**src/logic/drsc_consts.svh**
```systemverilog
`ifndef DRSC_CONSTS_SVH
`define DRSC_CONSTS_SVH

// Register byte addresses and address width
`define DRSC_ADDR_W 12
`define DRSC_OFF_READ_SPACING 12'h658
`define DRSC_OFF_CKE_CTRL 12'h660

// Reset values (read spacing is 20 bits wide, upper bits read zero)
`define DRSC_RST_READ_SPACING 32'h00000000
`define DRSC_RST_CKE_CTRL 32'h00000800

// Writable bits; reserved bits 31:20 of read spacing stay zero
`define DRSC_WMASK_READ_SPACING 32'h000fffff
`define DRSC_WMASK_CKE_CTRL 32'hffffffff

// Read spacing fields
`define DRSC_F_ACT_RD 19:16
`define DRSC_F_WRSR_RD 15:11
`define DRSC_F_WRDR_RD 10:8
`define DRSC_F_RDSR_RD 7:4
`define DRSC_F_RDDR_RD 3:0

// Clock-enable control fields
`define DRSC_F_RD_TERM_DLY 31:30
`define DRSC_F_WR_TERM_DLY 29:28
`define DRSC_B_SRX_REQ 27
`define DRSC_F_HIGH_W 26:24
`define DRSC_F_PRESENT 23:20
`define DRSC_F_LOW_W 19:17
`define DRSC_B_PDN_EN 16
`define DRSC_B_RD_UNSAFE 15
`define DRSC_B_WR_UNSAFE 14
`define DRSC_F_PD_EXIT_GAP 13:10
`define DRSC_F_SRX_WAIT 9:1
`define DRSC_B_SINGLE 0

// Legal range of the power-down exit gap code, in clocks
`define DRSC_PD_EXIT_MIN 4'h2
`define DRSC_PD_EXIT_MAX 4'h9

`endif

```
**src/logic/drsc_pkg.sv**
```systemverilog
package drsc_pkg;
  // Command kinds on the request and issue ports
  typedef enum logic [1:0] {
    DRSC_ACT,
    DRSC_READ,
    DRSC_WRITE,
    DRSC_OTHER
  } drsc_kind_t;

  // Clock-enable sequencer states
  typedef enum logic [1:0] {
    DRSC_CKE_HELD,
    DRSC_CKE_UP,
    DRSC_CKE_DOWN
  } drsc_cke_st_t;
endpackage

```
**src/logic/drsc_cke_if.sv**
```systemverilog
`timescale 1ns/1ps
interface drsc_cke_if;
  // Settings from the control register
  logic pdn_en;
  logic [2:0] high_w;
  logic [2:0] low_w;
  logic [3:0] pd_exit_gap;
  logic srx_req;
  logic [8:0] srx_wait;
  logic [3:0] present;
  // Scheduler status
  logic pd_req;
  logic busy;
  // Results back to the scheduler
  logic [3:0] cke;
  logic read_ok;
  logic nonread_ok;
  logic srx_done;

  modport ctrl (
    output pdn_en, high_w, low_w, pd_exit_gap, srx_req, srx_wait,
    output present, pd_req, busy,
    input cke, read_ok, nonread_ok, srx_done
  );
  modport seq (
    input pdn_en, high_w, low_w, pd_exit_gap, srx_req, srx_wait,
    input present, pd_req, busy,
    output cke, read_ok, nonread_ok, srx_done
  );
endinterface // drsc_cke_if

```
**src/logic/drsc_gap_counter.sv**
```systemverilog
`timescale 1ns/1ps
module drsc_gap_counter #(
  parameter int W = 5
) (
  // Clock and reset
  input wire logic i_sys_clk,
  input wire logic i_rstn,
  // Restart when the tracked command is issued
  input wire logic i_restart,
  // Clocks since the last restart, saturating
  output logic [W-1:0] o_count
);
  typedef struct packed {
    logic [W-1:0] count;
  } drsc_gap_st_t;

  drsc_gap_st_t state;
  drsc_gap_st_t next_state;

  // Saturation keeps an old command looking "long ago" forever
  always_comb begin
    next_state = state;
    if (i_restart) begin
      next_state.count = '0;
    end else if (state.count != '1) begin
      next_state.count = W'(state.count + 1'b1);
    end
  end

  // Reset to saturated: no earlier command constrains anything
  always_ff @(posedge i_sys_clk) begin
    if (!i_rstn) begin
      state.count <= '1;
    end else begin
      state <= next_state;
    end
  end

  assign o_count = state.count;
endmodule // drsc_gap_counter

```
**src/logic/drsc_cke_seq.sv**
```systemverilog
`timescale 1ns/1ps
`include "drsc_consts.svh"
module drsc_cke_seq (
  // Clock and reset
  input wire logic i_sys_clk,
  input wire logic i_rstn,
  // Link to the scheduler
  drsc_cke_if.seq i_cke_if
);
  typedef struct packed {
    drsc_pkg::drsc_cke_st_t st;
    logic [3:0] lvl_cnt;
    logic [3:0] exit_cnt;
    logic [8:0] srx_cnt;
    logic srx_active;
    logic srx_done;
    logic [3:0] cke;
  } drsc_cke_state_t;

  drsc_cke_state_t state;
  drsc_cke_state_t next_state;
  logic [3:0] gap_eff;

  // Reserved gap codes are clamped into the legal 2..9 range
  always_comb begin
    gap_eff = i_cke_if.pd_exit_gap;
    if (gap_eff < `DRSC_PD_EXIT_MIN) gap_eff = `DRSC_PD_EXIT_MIN;
    if (gap_eff > `DRSC_PD_EXIT_MAX) gap_eff = `DRSC_PD_EXIT_MAX;
  end

  // Level width, exit gap and self-refresh exit sequencing
  always_comb begin
    next_state = state;
    next_state.srx_done = 1'b0;
    if (state.lvl_cnt != 4'hf) next_state.lvl_cnt = state.lvl_cnt + 4'h1;
    if (state.exit_cnt != 4'hf) next_state.exit_cnt = state.exit_cnt + 4'h1;
    if (state.srx_active) begin
      if (state.srx_cnt >= i_cke_if.srx_wait) begin
        next_state.srx_active = 1'b0;
        next_state.srx_done = 1'b1;
      end else begin
        next_state.srx_cnt = state.srx_cnt + 9'h001;
      end
    end
    case (state.st)
      drsc_pkg::DRSC_CKE_HELD: begin
        if (i_cke_if.srx_req &&
            state.lvl_cnt >= {1'b0, i_cke_if.low_w}) begin
          next_state.st = drsc_pkg::DRSC_CKE_UP;
          next_state.lvl_cnt = 4'h1;
          next_state.exit_cnt = 4'h0;
          next_state.srx_active = 1'b1;
          next_state.srx_cnt = 9'h000;
        end
      end
      drsc_pkg::DRSC_CKE_UP: begin
        if (i_cke_if.srx_req && !state.srx_active) begin
          next_state.srx_done = 1'b1; // Nothing to leave, just retire it
        end else if (i_cke_if.pdn_en && i_cke_if.pd_req &&
                     !i_cke_if.busy && !state.srx_active &&
                     state.lvl_cnt >= {1'b0, i_cke_if.high_w}) begin
          next_state.st = drsc_pkg::DRSC_CKE_DOWN;
          next_state.lvl_cnt = 4'h1;
        end
      end
      drsc_pkg::DRSC_CKE_DOWN: begin
        if (i_cke_if.pdn_en && !i_cke_if.pd_req &&
            state.lvl_cnt >= {1'b0, i_cke_if.low_w}) begin
          next_state.st = drsc_pkg::DRSC_CKE_UP;
          next_state.lvl_cnt = 4'h1;
          next_state.exit_cnt = 4'h0;
        end
      end
      default: begin
        next_state.st = drsc_pkg::DRSC_CKE_HELD;
      end
    endcase
    // Absent ranks never see clock enable
    next_state.cke = (next_state.st == drsc_pkg::DRSC_CKE_UP) ?
                     i_cke_if.present : 4'h0;
  end

  // Held low from reset until software asks for the exit sequence
  always_ff @(posedge i_sys_clk) begin
    if (!i_rstn) begin
      state <= '{st: drsc_pkg::DRSC_CKE_HELD, lvl_cnt: 4'h0,
                 exit_cnt: 4'h0, srx_cnt: 9'h000, srx_active: 1'b0,
                 srx_done: 1'b0, cke: 4'h0};
    end else begin
      state <= next_state;
    end
  end

  // Ok flags say whether a command may go out on the next edge
  assign i_cke_if.cke = state.cke;
  assign i_cke_if.srx_done = state.srx_done;
  assign i_cke_if.read_ok = (state.st == drsc_pkg::DRSC_CKE_UP) &&
                            !state.srx_active;
  assign i_cke_if.nonread_ok = i_cke_if.read_ok &&
    (({1'b0, state.exit_cnt} + 5'h01) >= {1'b0, gap_eff});
endmodule // drsc_cke_seq

```
**src/logic/drsc_read_spacing.sv**
```systemverilog
`timescale 1ns/1ps
`include "drsc_consts.svh"

// What this block does
// - A read waits the activate-to-read gap after activating its rank-bank.
// - A read waits the write-to-read gap after a write to its rank.
// - A read waits the other-rank write gap after writes to other ranks.
// - Reads to one rank are spaced by the same-rank read gap.
// - Reads to different ranks are spaced by the other-rank read gap.
// - Read termination safe rises the programmed clocks after start if unsafe.
// - Write termination safe rises the programmed clocks after start if unsafe.
// - Setting the exit request starts the self-refresh exit sequence.
// - Clock enable stays high at least the high-phase width.
// - Clock enable stays low at least the low-phase width.
// - Commands only go to ranks marked present.
// - Power-down entry and exit toggle only while enabled.
// - After power-down exit, non-read commands wait the exit gap, 2 to 9.
// - After self-refresh exit, all commands wait the programmed exit count.
// - Single-module flag limits commands to ranks 0 and 1.
module drsc_read_spacing #(
  parameter int NUM_RANKS = 4,
  parameter int NUM_BANKS = 8
) (
  // Clock and reset
  input wire logic i_sys_clk,
  input wire logic i_rstn,
  // Register access port
  input wire logic i_reg_wr,
  input wire logic i_reg_rd,
  input wire logic [`DRSC_ADDR_W-1:0] i_reg_addr,
  input wire logic [3:0] i_reg_be,
  input wire logic [31:0] i_reg_wdata,
  output logic [31:0] o_reg_rdata,
  output logic o_reg_rvalid,
  // Command request from the scheduler
  input wire logic i_cmd_valid,
  input wire logic [1:0] i_cmd_kind,
  input wire logic [1:0] i_cmd_rank,
  input wire logic [2:0] i_cmd_bank,
  output logic o_cmd_ready,
  // Command issue toward the ranks
  output logic o_issue_valid,
  output logic [1:0] o_issue_kind,
  output logic [1:0] o_issue_rank,
  output logic [2:0] o_issue_bank,
  output logic o_cmd_drop,
  // Power-down and clock enable
  input wire logic i_pd_req,
  output logic [3:0] o_cke,
  // Termination safe indications
  input wire logic i_rd_term_start,
  input wire logic i_wr_term_start,
  output logic o_rd_term_safe,
  output logic o_wr_term_safe
);
  localparam int NUM_RB = NUM_RANKS * NUM_BANKS;

  typedef struct packed {
    logic [31:0] spacing;
    logic [31:0] cke_ctrl;
    logic [31:0] rdata;
    logic rvalid;
    logic ready;
    logic pend;
    logic [1:0] kind;
    logic [1:0] rank;
    logic [2:0] bank;
    logic issue;
    logic drop;
    logic [1:0][1:0] term_cnt;
    logic [1:0] term_safe;
  } drsc_state_t;

  drsc_state_t state;
  drsc_state_t next_state;

  // Elapsed-clock trackers, a write and a read one per rank and one per rank-bank
  logic [4:0] wr_cnt [NUM_RANKS];
  logic [4:0] rd_cnt [NUM_RANKS];
  logic [4:0] act_cnt [NUM_RB];
  logic [NUM_RANKS-1:0] wr_restart;
  logic [NUM_RANKS-1:0] rd_restart;
  logic [NUM_RB-1:0] act_restart;

  drsc_cke_if cke_link ();

  drsc_cke_seq u_cke_seq (
    .i_sys_clk(i_sys_clk),
    .i_rstn(i_rstn),
    .i_cke_if(cke_link.seq)
  );

  // Control register fields toward the clock-enable sequencer
  assign cke_link.pdn_en = state.cke_ctrl[`DRSC_B_PDN_EN];
  assign cke_link.high_w = state.cke_ctrl[`DRSC_F_HIGH_W];
  assign cke_link.low_w = state.cke_ctrl[`DRSC_F_LOW_W];
  assign cke_link.pd_exit_gap = state.cke_ctrl[`DRSC_F_PD_EXIT_GAP];
  assign cke_link.srx_req = state.cke_ctrl[`DRSC_B_SRX_REQ];
  assign cke_link.srx_wait = state.cke_ctrl[`DRSC_F_SRX_WAIT];
  assign cke_link.present = state.cke_ctrl[`DRSC_F_PRESENT];
  assign cke_link.pd_req = i_pd_req;
  // A held command keeps the ranks awake so it cannot be stranded
  assign cke_link.busy = state.pend;

  // Trackers restart on the same edge that the command goes out
  genvar g;
  generate
    for (g = 0; g < NUM_RB; g++) begin : g_rb
      if (g < NUM_RANKS) begin : g_rank
        assign wr_restart[g] = next_state.issue &&
          next_state.kind == drsc_pkg::DRSC_WRITE &&
          next_state.rank == 2'(g);
        assign rd_restart[g] = next_state.issue &&
          next_state.kind == drsc_pkg::DRSC_READ &&
          next_state.rank == 2'(g);
        drsc_gap_counter #(.W(5)) u_wr (
          .i_sys_clk(i_sys_clk),
          .i_rstn(i_rstn),
          .i_restart(wr_restart[g]),
          .o_count(wr_cnt[g])
        );
        drsc_gap_counter #(.W(5)) u_rd (
          .i_sys_clk(i_sys_clk),
          .i_rstn(i_rstn),
          .i_restart(rd_restart[g]),
          .o_count(rd_cnt[g])
        );
      end
      assign act_restart[g] = next_state.issue &&
        next_state.kind == drsc_pkg::DRSC_ACT &&
        {next_state.rank, next_state.bank} == 5'(g);
      drsc_gap_counter #(.W(5)) u_act (
        .i_sys_clk(i_sys_clk),
        .i_rstn(i_rstn),
        .i_restart(act_restart[g]),
        .o_count(act_cnt[g])
      );
    end
  endgenerate

  // Count in cycle c is compared as c+1, the cycle of the issue
  function automatic logic gap_met(input logic [4:0] cnt,
                                   input logic [4:0] gap);
    gap_met = ({1'b0, cnt} + 6'h01) >= {1'b0, gap};
  endfunction

  // Register access, command holding and termination delays
  always_comb begin
    logic rd_ok;
    logic pop_ok;
    logic srx_set;
    logic [1:0] dly;
    rd_ok = 1'b0;
    pop_ok = 1'b0;
    srx_set = 1'b0;
    dly = 2'h0;
    next_state = state;
    next_state.issue = 1'b0;
    next_state.drop = 1'b0;
    next_state.rvalid = i_reg_rd;

    // Byte-lane writes; masks keep reserved bits at zero
    for (int b = 0; b < 4; b++) begin
      if (i_reg_wr && i_reg_be[b]) begin
        if (i_reg_addr == `DRSC_OFF_READ_SPACING) begin
          next_state.spacing[b*8 +: 8] = i_reg_wdata[b*8 +: 8] &
            8'(`DRSC_WMASK_READ_SPACING >> (b*8));
        end
        if (i_reg_addr == `DRSC_OFF_CKE_CTRL) begin
          next_state.cke_ctrl[b*8 +: 8] = i_reg_wdata[b*8 +: 8] &
            8'(`DRSC_WMASK_CKE_CTRL >> (b*8));
        end
      end
    end
    // A fresh request written with the retire pulse survives it
    srx_set = i_reg_wr && i_reg_be[3] &&
              i_reg_addr == `DRSC_OFF_CKE_CTRL &&
              i_reg_wdata[`DRSC_B_SRX_REQ];
    if (cke_link.srx_done && !srx_set) begin
      next_state.cke_ctrl[`DRSC_B_SRX_REQ] = 1'b0;
    end
    if (i_reg_rd) begin
      if (i_reg_addr == `DRSC_OFF_READ_SPACING) begin
        next_state.rdata = state.spacing;
      end else if (i_reg_addr == `DRSC_OFF_CKE_CTRL) begin
        next_state.rdata = state.cke_ctrl;
      end else begin
        next_state.rdata = 32'h00000000;
      end
    end

    // Gaps for a read to the held rank and bank
    rd_ok = gap_met(act_cnt[{state.rank, state.bank}],
                    {1'b0, state.spacing[`DRSC_F_ACT_RD]}) &&
            gap_met(wr_cnt[state.rank],
                    state.spacing[`DRSC_F_WRSR_RD]) &&
            gap_met(rd_cnt[state.rank],
                    {1'b0, state.spacing[`DRSC_F_RDSR_RD]});
    for (int q = 0; q < NUM_RANKS; q++) begin
      if (2'(q) != state.rank) begin
        rd_ok = rd_ok &&
          gap_met(wr_cnt[q], {2'h0, state.spacing[`DRSC_F_WRDR_RD]}) &&
          gap_met(rd_cnt[q], {1'b0, state.spacing[`DRSC_F_RDDR_RD]});
      end
    end
    // Presence bit of the held rank; single module hides the upper two
    pop_ok = |((state.cke_ctrl[`DRSC_F_PRESENT] >> state.rank) & 4'h1);
    if (state.cke_ctrl[`DRSC_B_SINGLE] && state.rank[1]) begin
      pop_ok = 1'b0;
    end

    // Hold, issue or drop the pending command
    if (state.pend) begin
      if (!pop_ok) begin
        next_state.drop = 1'b1;
        next_state.pend = 1'b0;
      end else if (state.kind == drsc_pkg::DRSC_READ) begin
        if (cke_link.read_ok && rd_ok) begin
          next_state.issue = 1'b1;
          next_state.pend = 1'b0;
        end
      end else if (cke_link.nonread_ok) begin
        next_state.issue = 1'b1;
        next_state.pend = 1'b0;
      end
    end else if (i_cmd_valid && state.ready) begin
      next_state.pend = 1'b1;
      next_state.kind = i_cmd_kind;
      next_state.rank = i_cmd_rank;
      next_state.bank = i_cmd_bank;
    end
    next_state.ready = !next_state.pend;

    // Termination safe: low for the programmed clocks after a start
    for (int t = 0; t < 2; t++) begin
      dly = (t == 0) ? state.cke_ctrl[`DRSC_F_RD_TERM_DLY] :
                       state.cke_ctrl[`DRSC_F_WR_TERM_DLY];
      if (((t == 0) ? i_rd_term_start : i_wr_term_start) &&
          state.cke_ctrl[`DRSC_B_RD_UNSAFE - t]) begin
        next_state.term_cnt[t] = dly;
      end else if (state.term_cnt[t] != 2'h0) begin
        next_state.term_cnt[t] = state.term_cnt[t] - 2'h1;
      end
      next_state.term_safe[t] = !state.cke_ctrl[`DRSC_B_RD_UNSAFE - t] ||
                                next_state.term_cnt[t] == 2'h0;
    end
  end

  // Registers take their documented reset values
  always_ff @(posedge i_sys_clk) begin
    if (!i_rstn) begin
      state <= '{spacing: `DRSC_RST_READ_SPACING,
                 cke_ctrl: `DRSC_RST_CKE_CTRL, rdata: 32'h00000000,
                 rvalid: 1'b0, ready: 1'b1, pend: 1'b0, kind: 2'h0,
                 rank: 2'h0, bank: 3'h0, issue: 1'b0, drop: 1'b0,
                 term_cnt: 4'h0, term_safe: 2'h3};
    end else begin
      state <= next_state;
    end
  end

  // All outputs are flops of the state or of the sequencer
  assign o_reg_rdata = state.rdata;
  assign o_reg_rvalid = state.rvalid;
  assign o_cmd_ready = state.ready;
  assign o_issue_valid = state.issue;
  assign o_issue_kind = state.kind;
  assign o_issue_rank = state.rank;
  assign o_issue_bank = state.bank;
  assign o_cmd_drop = state.drop;
  assign o_cke = cke_link.cke;
  assign o_rd_term_safe = state.term_safe[0];
  assign o_wr_term_safe = state.term_safe[1];
endmodule // drsc_read_spacing

```
**config.mk**
```make
export PLATFORM = sky130hd
export DESIGN_NAME = drsc_read_spacing
export DESIGN_NICKNAME = d
export VERILOG_FILES = /design/src/logic/drsc_pkg.sv /design/src/logic/drsc_cke_if.sv /design/src/logic/drsc_gap_counter.sv /design/src/logic/drsc_cke_seq.sv /design/src/logic/drsc_read_spacing.sv
export VERILOG_INCLUDE_DIRS = /design/src /design/src/logic
export SDC_FILE = /design/constraint.sdc
export NUM_CORES = 1
export LEC_CHECK = 0
export ABC_AREA = 1
export BUFFER_PORTS_ARGS = -buffer_cell sky130_fd_sc_hd__buf_2
export CAP_MARGIN = 20
export CORE_ASPECT_RATIO = 0.75
export CORE_MARGIN = 5
export CORE_UTILIZATION = 49
export CTS_CLUSTER_DIAMETER = 120
export DETAILED_ROUTE_END_ITERATION = 10
export GPL_ROUTABILITY_DRIVEN = 1
export PLACE_DENSITY = 0.69
export SLEW_MARGIN = 15
export SYNTH_ARGS = -nofsm -noshare
export SYNTH_HDL_FRONTEND = slang
export SYNTH_SLANG_ARGS = --single-unit
```
**constraint.sdc**
```tcl
create_clock -name i_sys_clk -period 3 [get_ports i_sys_clk]
set_input_delay 0.6 -clock i_sys_clk [delete_from_list [all_inputs] [get_ports i_sys_clk]]
set_output_delay 0.6 -clock i_sys_clk [all_outputs]
set_load 0.02 [all_outputs]
```
# Word-level counts from Yosys, hierarchy flattened
# Index checks and enable logic that the tools add are counted.
totals:
  n_memories: 0
  output_inout_bits: 49
  reg_bits: 327
  ram_bits: 0
  rom_bits: 0
  latchBits: 0
classes:
  muxes: 130
  magnitude_cmp: 19
  n_eq_ne: 87
  addsub: 57
  mul: 0
  div: 0
  n_reduce_logical: 143
  bitwise: 3
  n_shift: 1
ops:
  columns: ["op", "count"]
  rows:
  - ["5-bit 2-to-1 mux", 86]
  - ["5-bit by 1-bit adder with 5-bit output, second input constant", 40]
  - ["5-bit != test, second input constant", 40]
  - ["2-bit nonzero test", 43]
  - ["5-bit equality test, second input constant", 16]
  - ["1-bit logical AND", 75]
  - ["5-bit by 1-bit adder with 6-bit output, second input constant", 11]
  - ["32-bit 2-to-1 mux", 2]
  - ["5-bit by 4-bit equality test with 1-bit output, second input constant", 8]
  - ["6-bit by 4-bit >= comparator with 1-bit output", 6]
  - ["5-bit binary-select mux with 5-bit select", 1]
  - ["12-bit by 11-bit equality test with 1-bit output, second input constant", 2]
  - ["6-bit by 3-bit >= comparator with 1-bit output", 4]
  - ["5-bit binary-select mux with 2-bit select", 2]
  - ["5-bit by 3-bit equality test with 1-bit output, second input constant", 4]
  - ["10-bit 2-to-1 mux", 2]
  - ["20-bit 2-to-1 mux", 1]
  - ["2-bit AND reduction", 9]
  - ["1-bit 2-to-1 mux", 17]
  - ["4-bit 2-to-1 mux", 4]
  - ["2-bit 2-to-1 mux", 6]
  - ["6-bit 2-to-1 mux", 2]
  - ["4-bit case mux with 3 select lines", 1]
  - ["11-bit 2-to-1 mux", 1]
  - ["other kinds (33)", 57]

# Logic depth before layout (Yosys ltp)
# Gate-level depths: netlist of run 1.
depth:
  ltp_word: 28
  depth_mapped: 25

# Cells and area by module
# Synthesis of run 1 repeated with hierarchy kept, for this count alone.
hier_totals:
  hier_cells: 2980
  hier_area_um2: 20372.0
by_module_without_submodules:
  columns: ["module", "cells_per_inst", "area_per_inst_um2", "instances"]
  rows:
  - ["drsc_gap_counter", 35, 256.5, 40]
  - ["drsc_read_spacing", 1320, 8308.0, 1]
  - ["drsc_cke_seq", 260, 1804.2, 1]

# Worst setup path after synthesis of run 1
# No wires, ideal clock.
synth_timing:
  path_kind: "register to register"
  from: "reg state, in the netlist o_issue_rank[1]"
  to: "reg g_rb[3].g_rank.u_wr.state, in the netlist g_rb[3].g_rank.u_wr.o_count[1]"
  path_buffers: 2
  arrival_ps: 3148
  stages_incl_launch_ff: 24
  slack_ps: -282
  required_ps: 2866
  cell_sequence: "dfxtp_1 inv_1 nand2_2 inv_2 buf_4 a22oi_1 o221ai_1 ha_1 xor2_1 inv_1 ha_1 a21boi_0 o21ai_0 nand2_1 nand2_1 nand3_1 nand3_1 nor2_1 nand2_1 a21oi_4 buf_6 nand4_4 nand3_1 nand3_1"
synth_via:
  elab_chain_len: 28
  elab_cells_between_ends: 50
  cone_classes: "add/sub (3); order compare (3); eq/ne (4); shift (1); mux (21); bitwise (2); reduce/logical (16)"
synth_lines:
  columns: ["item", "line", "rtl"]
  rows:
  - ["start: declaration", "drsc_read_spacing.sv:74", "drsc_state_t state;"]
  - ["start signal: assignment", "drsc_read_spacing.sv:252", "state <= '{spacing: `DRSC_RST_READ_SPACING,"]
  - ["start signal: assignment", "drsc_read_spacing.sv:258", "state <= next_state;"]
  - ["5-bit inverter with 6-bit output (implied by the code) or 2-bit inverter with 3-bit output (tied branches)", "drsc_read_spacing.sv:193, drsc_read_spacing.sv:195, drsc_read_spacing.sv:197", null]
  - ["5-bit binary-select mux with 5-bit select or 5-bit binary-select mux with 2-bit select (tied branches)", "drsc_read_spacing.sv:193, drsc_read_spacing.sv:195", null]
  - ["5-bit 2-to-1 mux, on equally long branches (2 in a row)", "drsc_read_spacing.sv:193, drsc_read_spacing.sv:195", null]
  - ["5-bit by 1-bit adder with 6-bit output", "drsc_read_spacing.sv:144", "gap_met = ({1'b0, cnt} + 6'h01) >= {1'b0, gap};"]
  - ["6-bit by 4-bit >= comparator with 1-bit output or 6-bit by 5-bit >= comparator with 1-bit output (tied branches)", "drsc_read_spacing.sv:144", null]
  - ["1-bit logical AND (2 in a row)", "drsc_read_spacing.sv:193", "rd_ok = gap_met(act_cnt[{state.rank, state.bank}],"]
  - ["1-bit logical AND (2 in a row)", "drsc_read_spacing.sv:201", "rd_ok = rd_ok &&"]
  - ["1-bit 2-to-1 mux", "drsc_read_spacing.sv:200", "if (2'(q) != state.rank) begin"]
  - ["[... 9 more ...]", null, null]
  - ["1-bit logical AND", "drsc_read_spacing.sv:218", "if (cke_link.read_ok && rd_ok) begin"]
  - ["1-bit 2-to-1 mux", "drsc_read_spacing.sv:218", null]
  - ["1-bit 2-to-1 mux", "drsc_read_spacing.sv:217", "end else if (state.kind == drsc_pkg::DRSC_READ) begin"]
  - ["1-bit 2-to-1 mux", "drsc_read_spacing.sv:214", "if (!pop_ok) begin"]
  - ["2-bit 2-to-1 mux", "drsc_read_spacing.sv:213", "if (state.pend) begin"]
  - ["1-bit logical AND", "drsc_read_spacing.sv:110", "assign wr_restart[g] = next_state.issue &&"]
  - ["1-bit logical AND (*)", "drsc_read_spacing.sv:111", "next_state.kind == drsc_pkg::DRSC_WRITE &&"]
  - ["5-bit 2-to-1 mux or 2-bit nonzero test (tied branches)", null, null]
  - ["end signal: assignment", "drsc_gap_counter.sv:35", "state <= next_state;"]
  - ["end: declaration", "drsc_gap_counter.sv:17", "drsc_gap_st_t state;"]
# Every way passes the cells marked *; elsewhere a longest branch is shown, timed or not. The select of a mux whose other input is x is not followed.
# A chain may end at the register's enable or synchronous reset.

# Worst setup path after layout of run 1
layout_timing:
  from: "reg state, in the netlist o_issue_bank[0]"
  to: "reg state, in the netlist o_cmd_ready"
layout_via:
  elab_chain_len: 26
layout_lines:
  columns: ["item", "line", "rtl"]
  rows:
  - ["5-bit inverter with 6-bit output (implied by the code) (*)", "drsc_read_spacing.sv:193", null]
  - ["5-bit binary-select mux with 5-bit select (*)", "drsc_read_spacing.sv:193", null]
  - ["5-bit 2-to-1 mux (implied by the code) (*) (2 in a row)", "drsc_read_spacing.sv:193", null]
  - ["5-bit by 1-bit adder with 6-bit output (*)", "drsc_read_spacing.sv:144", null]
  - ["6-bit by 4-bit >= comparator with 1-bit output (*)", "drsc_read_spacing.sv:144", null]
  - ["1-bit logical AND (*) (2 in a row)", "drsc_read_spacing.sv:193", null]
  - ["1-bit logical AND (2 in a row)", "drsc_read_spacing.sv:201", null]
  - ["1-bit 2-to-1 mux (*)", "drsc_read_spacing.sv:200", null]
  - ["[... 6 more ...]", null, null]
  - ["1-bit logical AND (2 in a row)", "drsc_read_spacing.sv:201", null]
  - ["1-bit 2-to-1 mux (*)", "drsc_read_spacing.sv:200", null]
  - ["1-bit logical AND (*)", "drsc_read_spacing.sv:218", null]
  - ["1-bit 2-to-1 mux (*)", "drsc_read_spacing.sv:218", null]
  - ["1-bit 2-to-1 mux (*)", "drsc_read_spacing.sv:217", null]
  - ["1-bit 2-to-1 mux (*)", "drsc_read_spacing.sv:214", null]
  - ["1-bit 2-to-1 mux (*)", "drsc_read_spacing.sv:213", null]
  - ["1-bit logical NOT (*)", "drsc_read_spacing.sv:232", "next_state.ready = !next_state.pend;"]
# Marked as above.

==> results.yml, run 1 <==
global_routing:
  overflow: 0
  grt_antenna_before_repair: 1
  grt_use_total: 0.2478
  grt_max_degree: 168
  grt_pass1_wl_um: 95770
  grt_pass1_vias: 18880
power_and_ir_drop:
  p_per_area_nw_per_um2: 968.7
  irDropWorstVdd_uv: 540.9
  power_mw: 25.00
  p_leak_nw: 13.01
worst_setup_path:
  worstPathArrival_ns: 4.06
  startpoint_type: "flop"
  crit_required_ns: 3.37
  path_class: "flop to flop"
  reg2reg_slack_ns: -0.69
  end_kind: "flop"
  worstPathMaxFanout: 7
clock_tree:
  clk-insertion-delay-late_ns: 0.53
  clkSlewWorstSetupHoldPaths_ns: 0.07
  cts_max_level: 2
  cts_root_buf: "clkbuf_16"
  clk_path_buf_depth: 3
  cts_tree: "yes"
  cts_sinks: 327
  cts_inserted_buffers: 35
synthesis:
  synthTopCellsByCount: "590 x nand2_1, 477 x nand3_1, 386 x nor2_1"
  synthesis.nets: 3207
  ys_top_cells_by_area: "dfxtp_1 32%, nand3_1 12%, nand2_1 11%"
  synth-edff-count: 0
  yosysUniqueCellTypes: 41
  synth-main-ff-cell: "dfxtp_1"
  synth_seq_area_share: 0.3195
  avgSynthCellArea_sq_um: 6.834
  synth_async_sr_flop_share: 0
  ys_warn_count: 0
  synth_top_area_frac: 0.3195
  synth-seq-cells: 327
  yosysMostFrequentCell: "nand2_1"
  synth_top_cell_by_area: "dfxtp_1"
  synth_cells: 2998
  netlist_area_sq_um: 20490
route:
  dr.pass1.iters: 7
  post_drt_wl_per_cell_um: 16.70
  drt_iter0_drc: 1967
  vias_per_cell: 5.516
  drt-total-wl_um: 63850
  ant_nets: 0
  num_vias: 21090
  drc: 0
placed_design:
  dpl-instance-area_sq_um: 23030
  hpwl_um: 43730
  gp_congestion: 0.9076
  port_buffers: 111
  pre_cts_slack_ns: -0.7113
sta:
  finalCritPeriodShare: 1.231
  finalClockSkew_ns: 0.01419
  fmax_mhz: 270.8
  period_minus_slack_ns: 3.693
  relSlewSlack: 0.2943
  worst_pin_slew_ns: 1.055
  hold_violations: 0
  whs_ns: 0.3257
  drv_slew: 0
  setup_ws_ns: -0.6929
  setup_viol: 203
  rsz0062_at_grt: "yes"
job:
  drv_cap: 0
die:
  coreArea_sq_um: 41080
  start_util: 0.4988
  die_h_um: 187.1
  die_area_sq_um: 46040
  placementRows: 64
  top_level_ports: 112
  die_w_um: 246.1
cells_and_area:
  area.growth.synth_to_final_pct: 25.98
  fin_area_sq_um: 25810
  fillers: 3538
  nets: 3451
  diodes: 0
  drive_gt1_frac: 0.2253
run_status:
  violations: "negative setup slack"
  outcome: "finished with violations"
min_path:
  hp-class: "primary input to flop"
registers in the layout, summed over array words and instances (netlist names), 2 cells and up:
| signal | cells |
|---|---|
| o_issue_kind | 2 |
| g_rb.g_rank.u_rd.o_count | 20 |
| cke_link.pd_exit_gap | 4 |
| g_rb.u_act.o_count | 160 |
| cke_link.present | 4 |
| o_issue_bank | 3 |
| o_issue_rank | 2 |
| cke_link.srx_wait | 9 |
| cke_link.high_w | 3 |
| cke_link.low_w | 3 |
| state | 31 |
| g_rb.g_rank.u_wr.o_count | 20 |
| u_cke_seq.i_cke_if.cke | 4 |
| u_cke_seq.state | 20 |
| o_reg_rdata | 32 |
cell families after synthesis:
| family | synth area share |
|---|---|
| AND/OR/NAND/NOR | 0.3536 |
| flip-flops | 0.3195 |
| buffers and inverters | 0.1147 |
| multiplexers | 0.0004886 |
| AO/OA/AOI/OAI | 0.1015 |
| XOR/XNOR | 0.02095 |
| adder cells (fa/ha/maj) | 0.08916 |
report_power, final:
group / leakage (nW) / internal, mW / switching [mW]
Clock: 0.558 / 2.57 / 1.82
Sequential: 2.70 / 5.54 / 0.872
Combinational: 9.75 / 6.27 / 7.92
Total: 13.0 / 14.4 / 10.6
routing by layer:
layer  global-route usage  vias to the layer above  wire length (um)
met5              0.01261                        -                90
li1                     -                    10330                 -
met2               0.3812                      761             27850
met3              0.05143                      132              5647
met1               0.3564                     9865             28710
met4              0.05899                        4              1546
path summary, 6_finish.rpt:
path,from,to,cells past startpoint
setup / recovery,o_issue_bank[0]$_SDFF_PN0_,o_cmd_ready$_SDFF_PN1_,24
hold / removal,i_reg_wdata[1],cke_link.srx_wait[0]$_SDFFE_PN0P_,3
setup reg to reg,o_issue_bank[0]$_SDFF_PN0_,o_cmd_ready$_SDFF_PN1_,24
hold reg to reg,o_reg_rdata[28]$_SDFFE_PN0P_,o_reg_rdata[28]$_SDFFE_PN0P_,2
cells in the final DEF, fill, tap and decap left out, types with 110 or more instances in the layout:
| cell type | n |
|---|---|
| nand2_1 | 534 |
| nor2_1 | 383 |
| inv_1 | 378 |
| dfxtp_1 | 323 |
| nand3_1 | 321 |
| buf_4 | 216 |
| nand3_2 | 155 |
| ha_1 | 143 |
| o21ai_0 | 123 |
| buf_2 | 110 |
metrics by stage:
stage                     cells  TNS, ns  utilization
final                      3824  -122.81       0.6284
after global placement     3725  -118.30       0.5607
after global routing       3824  -149.78       0.6284
after floorplan            2998   -22.46            -
after CTS                  3792   -91.26       0.5942
after detailed placement   3725  -123.84       0.5607
final cells by class:
type | count | area (sq um) | share of cell area
multi-input cells | 2128 | 13050 | 0.5056
repair buffers | 362 | 2907 | 0.1126
inverters | 388 | 1456 | 0.05642
well taps | 561 | 701.9 | 0.02719
clock buffers | 54 | 1090 | 0.04222
clock inverters | 4 | 47.55 | 0.001842
flip-flops and latches | 327 | 6559 | 0.2541
worst max-delay path: stages (launching register included):
cell and delay, ns:
dfxtp_4 0.38, buf_12 0.15, clkbuf_16 0.16, o211ai_1 0.29, nand3_1 0.16, nand3_2 0.10, nand2_2 0.05, inv_2 0.06
nand2_2 0.07, ha_4 0.27, ha_4 0.18, a21boi_2 0.14, o21a_1 0.17, o21ai_2 0.11, nand2_1 0.06, a21oi_1 0.11
nand2_1 0.08, nand2_2 0.08, a21oi_4 0.09, buf_6 0.18, clkbuf_16 0.17, buf_4 0.14, buf_6 0.11, o21ai_2 0.10
nand2_1 0.08
timing repair:
action	4_1_cts	5_1_grt
hold buffers	0	0
setup buffers	2	7
setup endpoints to repair	203	203
resized for setup	19	208
pin swaps	8	50
gates cloned	7	25
Note: power is estimated with default switching activity, not from simulation.
==> inputs of run 2 (changes only) <==
--- a/config.mk
+++ b/config.mk
@@ -6,7 +6,7 @@
 export SDC_FILE = /design/constraint.sdc
 export NUM_CORES = 1
 export LEC_CHECK = 0
-export ABC_AREA = 1
+export ABC_AREA = 0
 export BUFFER_PORTS_ARGS = -buffer_cell sky130_fd_sc_hd__buf_2
 export CAP_MARGIN = 20
 export CORE_ASPECT_RATIO = 0.75
==> results.yml, run 2 <==
cells_and_area:
  fin_area_sq_um: 23050
  area.growth.synth_to_final_pct: 24.36
  drive_gt1_frac: 0.3009
  fillers: 3104
  final_util: 0.6188
  diodes: 0
  final_cell_mix: "323 x dfxtp_1, 211 x buf_4, 150 x mux2i_1, 143 x ha_1, 139 x a21oi_2"
  final_common_cell: "dfxtp_1"
  largest_reg_flops: 160
  final_cells: 2714
  nets: 2398
placed_design:
  port_buffers: 111
  gp_congestion: 0.9353
  hpwl_um: 37510
  dpl-instance-area_sq_um: 20710
  pre_cts_slack_ns: -0.7010
  dp.cells: 2627
route:
  drt_iter0_drc: 1224
  dr.pass1.iters: 6
  drc: 0
  num_vias: 15580
  post_drt_wl_per_cell_um: 19.24
  drt-total-wl_um: 52230
  vias_per_cell: 5.739
  ant_nets: 0
min_path:
  hp-class: "primary input to flop"
global_routing:
  grt_pass1_wl_um: 81260
  grt_use_met2: 0.3679
  grt_use_met1: 0.3568
  grt_max_degree: 133
  overflow: 0
  grt_pass1_vias: 14880
  grt_antenna_before_repair: 1
  grt_use_total: 0.2413
  grt_use_met3: 0.04535
  top_usage_layer: "met2"
power_and_ir_drop:
  power_mw: 10.54
  p_per_area_nw_per_um2: 457.2
  irDropWorstVdd_uv: 323.5
  p_leak_nw: 9.535
job:
  drv_cap: 0
die:
  die_area_sq_um: 41850
  die_w_um: 234.6
  coreArea_sq_um: 37250
  die_h_um: 178.4
  start_util: 0.4975
  placementRows: 61
  top_level_ports: 112
sta:
  fmax_mhz: 275.3
  setup_viol: 203
  finalCritPeriodShare: 1.211
  worst_pin_slew_ns: 0.8596
  drv_slew: 0
  rsz0062_at_grt: "yes"
  relSlewSlack: 0.4269
  finalClockSkew_ns: 0.01419
  hold_violations: 0
  whs_ns: 0.3289
  tns_ns: -57.30
  setup_ws_ns: -0.6330
  period_minus_slack_ns: 3.633
synthesis:
  synth-seq-cells: 327
  yosysMostFrequentCell: "dfxtp_1"
  synth_top_cell_by_area: "dfxtp_1"
  synth-main-ff-cell: "dfxtp_1"
  netlist_area_sq_um: 18530
  synthTopCellsByCount: "327 x dfxtp_1, 202 x a21oi_1, 161 x mux2i_1"
  synthesis.nets: 2139
  synth_seq_area_share: 0.3533
  synth_top_area_frac: 0.3533
  ys_warn_count: 0
  ys_top_cells_by_area: "dfxtp_1 35%, ha_1 9.9%, mux2i_1 8.7%"
  yosysUniqueCellTypes: 73
  synth_async_sr_flop_share: 0
  avgSynthCellArea_sq_um: 9.602
  synth_cells: 1930
  synth-edff-count: 0
worst_setup_path:
  worstPathMaxFanout: 21
  path_class: "flop to flop"
  end_kind: "flop"
  startpoint_type: "flop"
  crit_required_ns: 3.43
  worstPathArrival_ns: 4.07
clock_tree:
  cts_hold_buf: 0
  cts_max_level: 2
  cts_root_buf: "clkbuf_16"
  clkSlewWorstSetupHoldPaths_ns: 0.06
  clk_path_buf_depth: 3
  clk-insertion-delay-late_ns: 0.52
  cts_tree: "yes"
  cts_sinks: 327
  cts_inserted_buffers: 37
run_status:
  outcome: "finished with violations"
  violations: "negative setup slack"
run 2: cell count changes in the layout (fill, tap and decap cells not counted), moves of 56 or more:
cell,delta
mux2i_1,+149
nor2b_1,+71
o21ai_0,-103
nand2_1,-413
nand3_2,-155
nand2_2,-56
a21oi_2,+138
inv_1,-336
nor2_1,-334
nand3_1,-273
run 2: worst max-delay path, cell delays in order, from the launching register on:
cell and delay [ns]:
dfxtp_4 0.42, buf_12 0.16, buf_12 0.17, mux2i_4 0.27, a22oi_2 0.10, a31oi_1 0.21, o211ai_2 0.13, ha_1 0.34
ha_1 0.29, a21o_1 0.16, a21o_1 0.17, a211oi_2 0.25, nand2_2 0.10, a2111oi_4 0.28, nor4b_4 0.10, buf_12 0.17
a22oi_1 0.20
run 2: routing by layer:
metal,routed length (um),part of all wire
met1,24700,0.47
met2,22790,0.44
met3,3743,0.072
met4,985,0.019
met5,13,0.00025
run 2: area by class of cell:
cell class	count	area, sq um	share of cell area
Timing Repair Buffer	354	2660	0.1154
Multi-Input combinational cell	1427	11930	0.5175
Inverter	42	157.7	0.006841
Clock inverter	13	92.59	0.004018
Sequential cell	327	6556	0.2845
Tap cell	504	630.6	0.02736
Clock buffer	47	1023	0.04441
run 2: what timing repair did:
item                                    4_1_cts  5_1_grt
gates cloned                                  4        0
resized for setup                           140      120
pin swaps                                     9        3
setup buffers                                17        8
endpoints found under the setup margin      203      203
run 2: worst paths after layout:
check	to	slack, ns	cells past startpoint	start
max	g_rb[3].g_rank.u_rd.o_count[2]$_SDFFE_PN1P_	-0.63	16	o_issue_bank[0]$_SDFF_PN0_
min reg2reg	o_reg_rdata[28]$_SDFFE_PN0P_	0.47	2	o_reg_rdata[28]$_SDFFE_PN0P_
max reg2reg	g_rb[3].g_rank.u_rd.o_count[2]$_SDFFE_PN1P_	-0.63	16	o_issue_bank[0]$_SDFF_PN0_
min	cke_link.present[1]$_SDFFE_PN0P_	0.33	3	i_reg_wdata[21]
run 2: where the power goes:
group          total, mW  internal (mW)  switching, mW
clock               4.28           2.48           1.80
sequential          4.56           4.45          0.104
combinational       1.69          0.799          0.896
run 2: kinds of logic after synthesis:
kind of cell / synth area share
AO/OA/AOI/OAI: 0.1460
adder cells (fa/ha/maj): 0.09858
AND/OR/NAND/NOR: 0.1618
XOR/XNOR: 0.06853
buffers and inverters: 0.04976
multiplexers: 0.1220
flip-flops: 0.3533
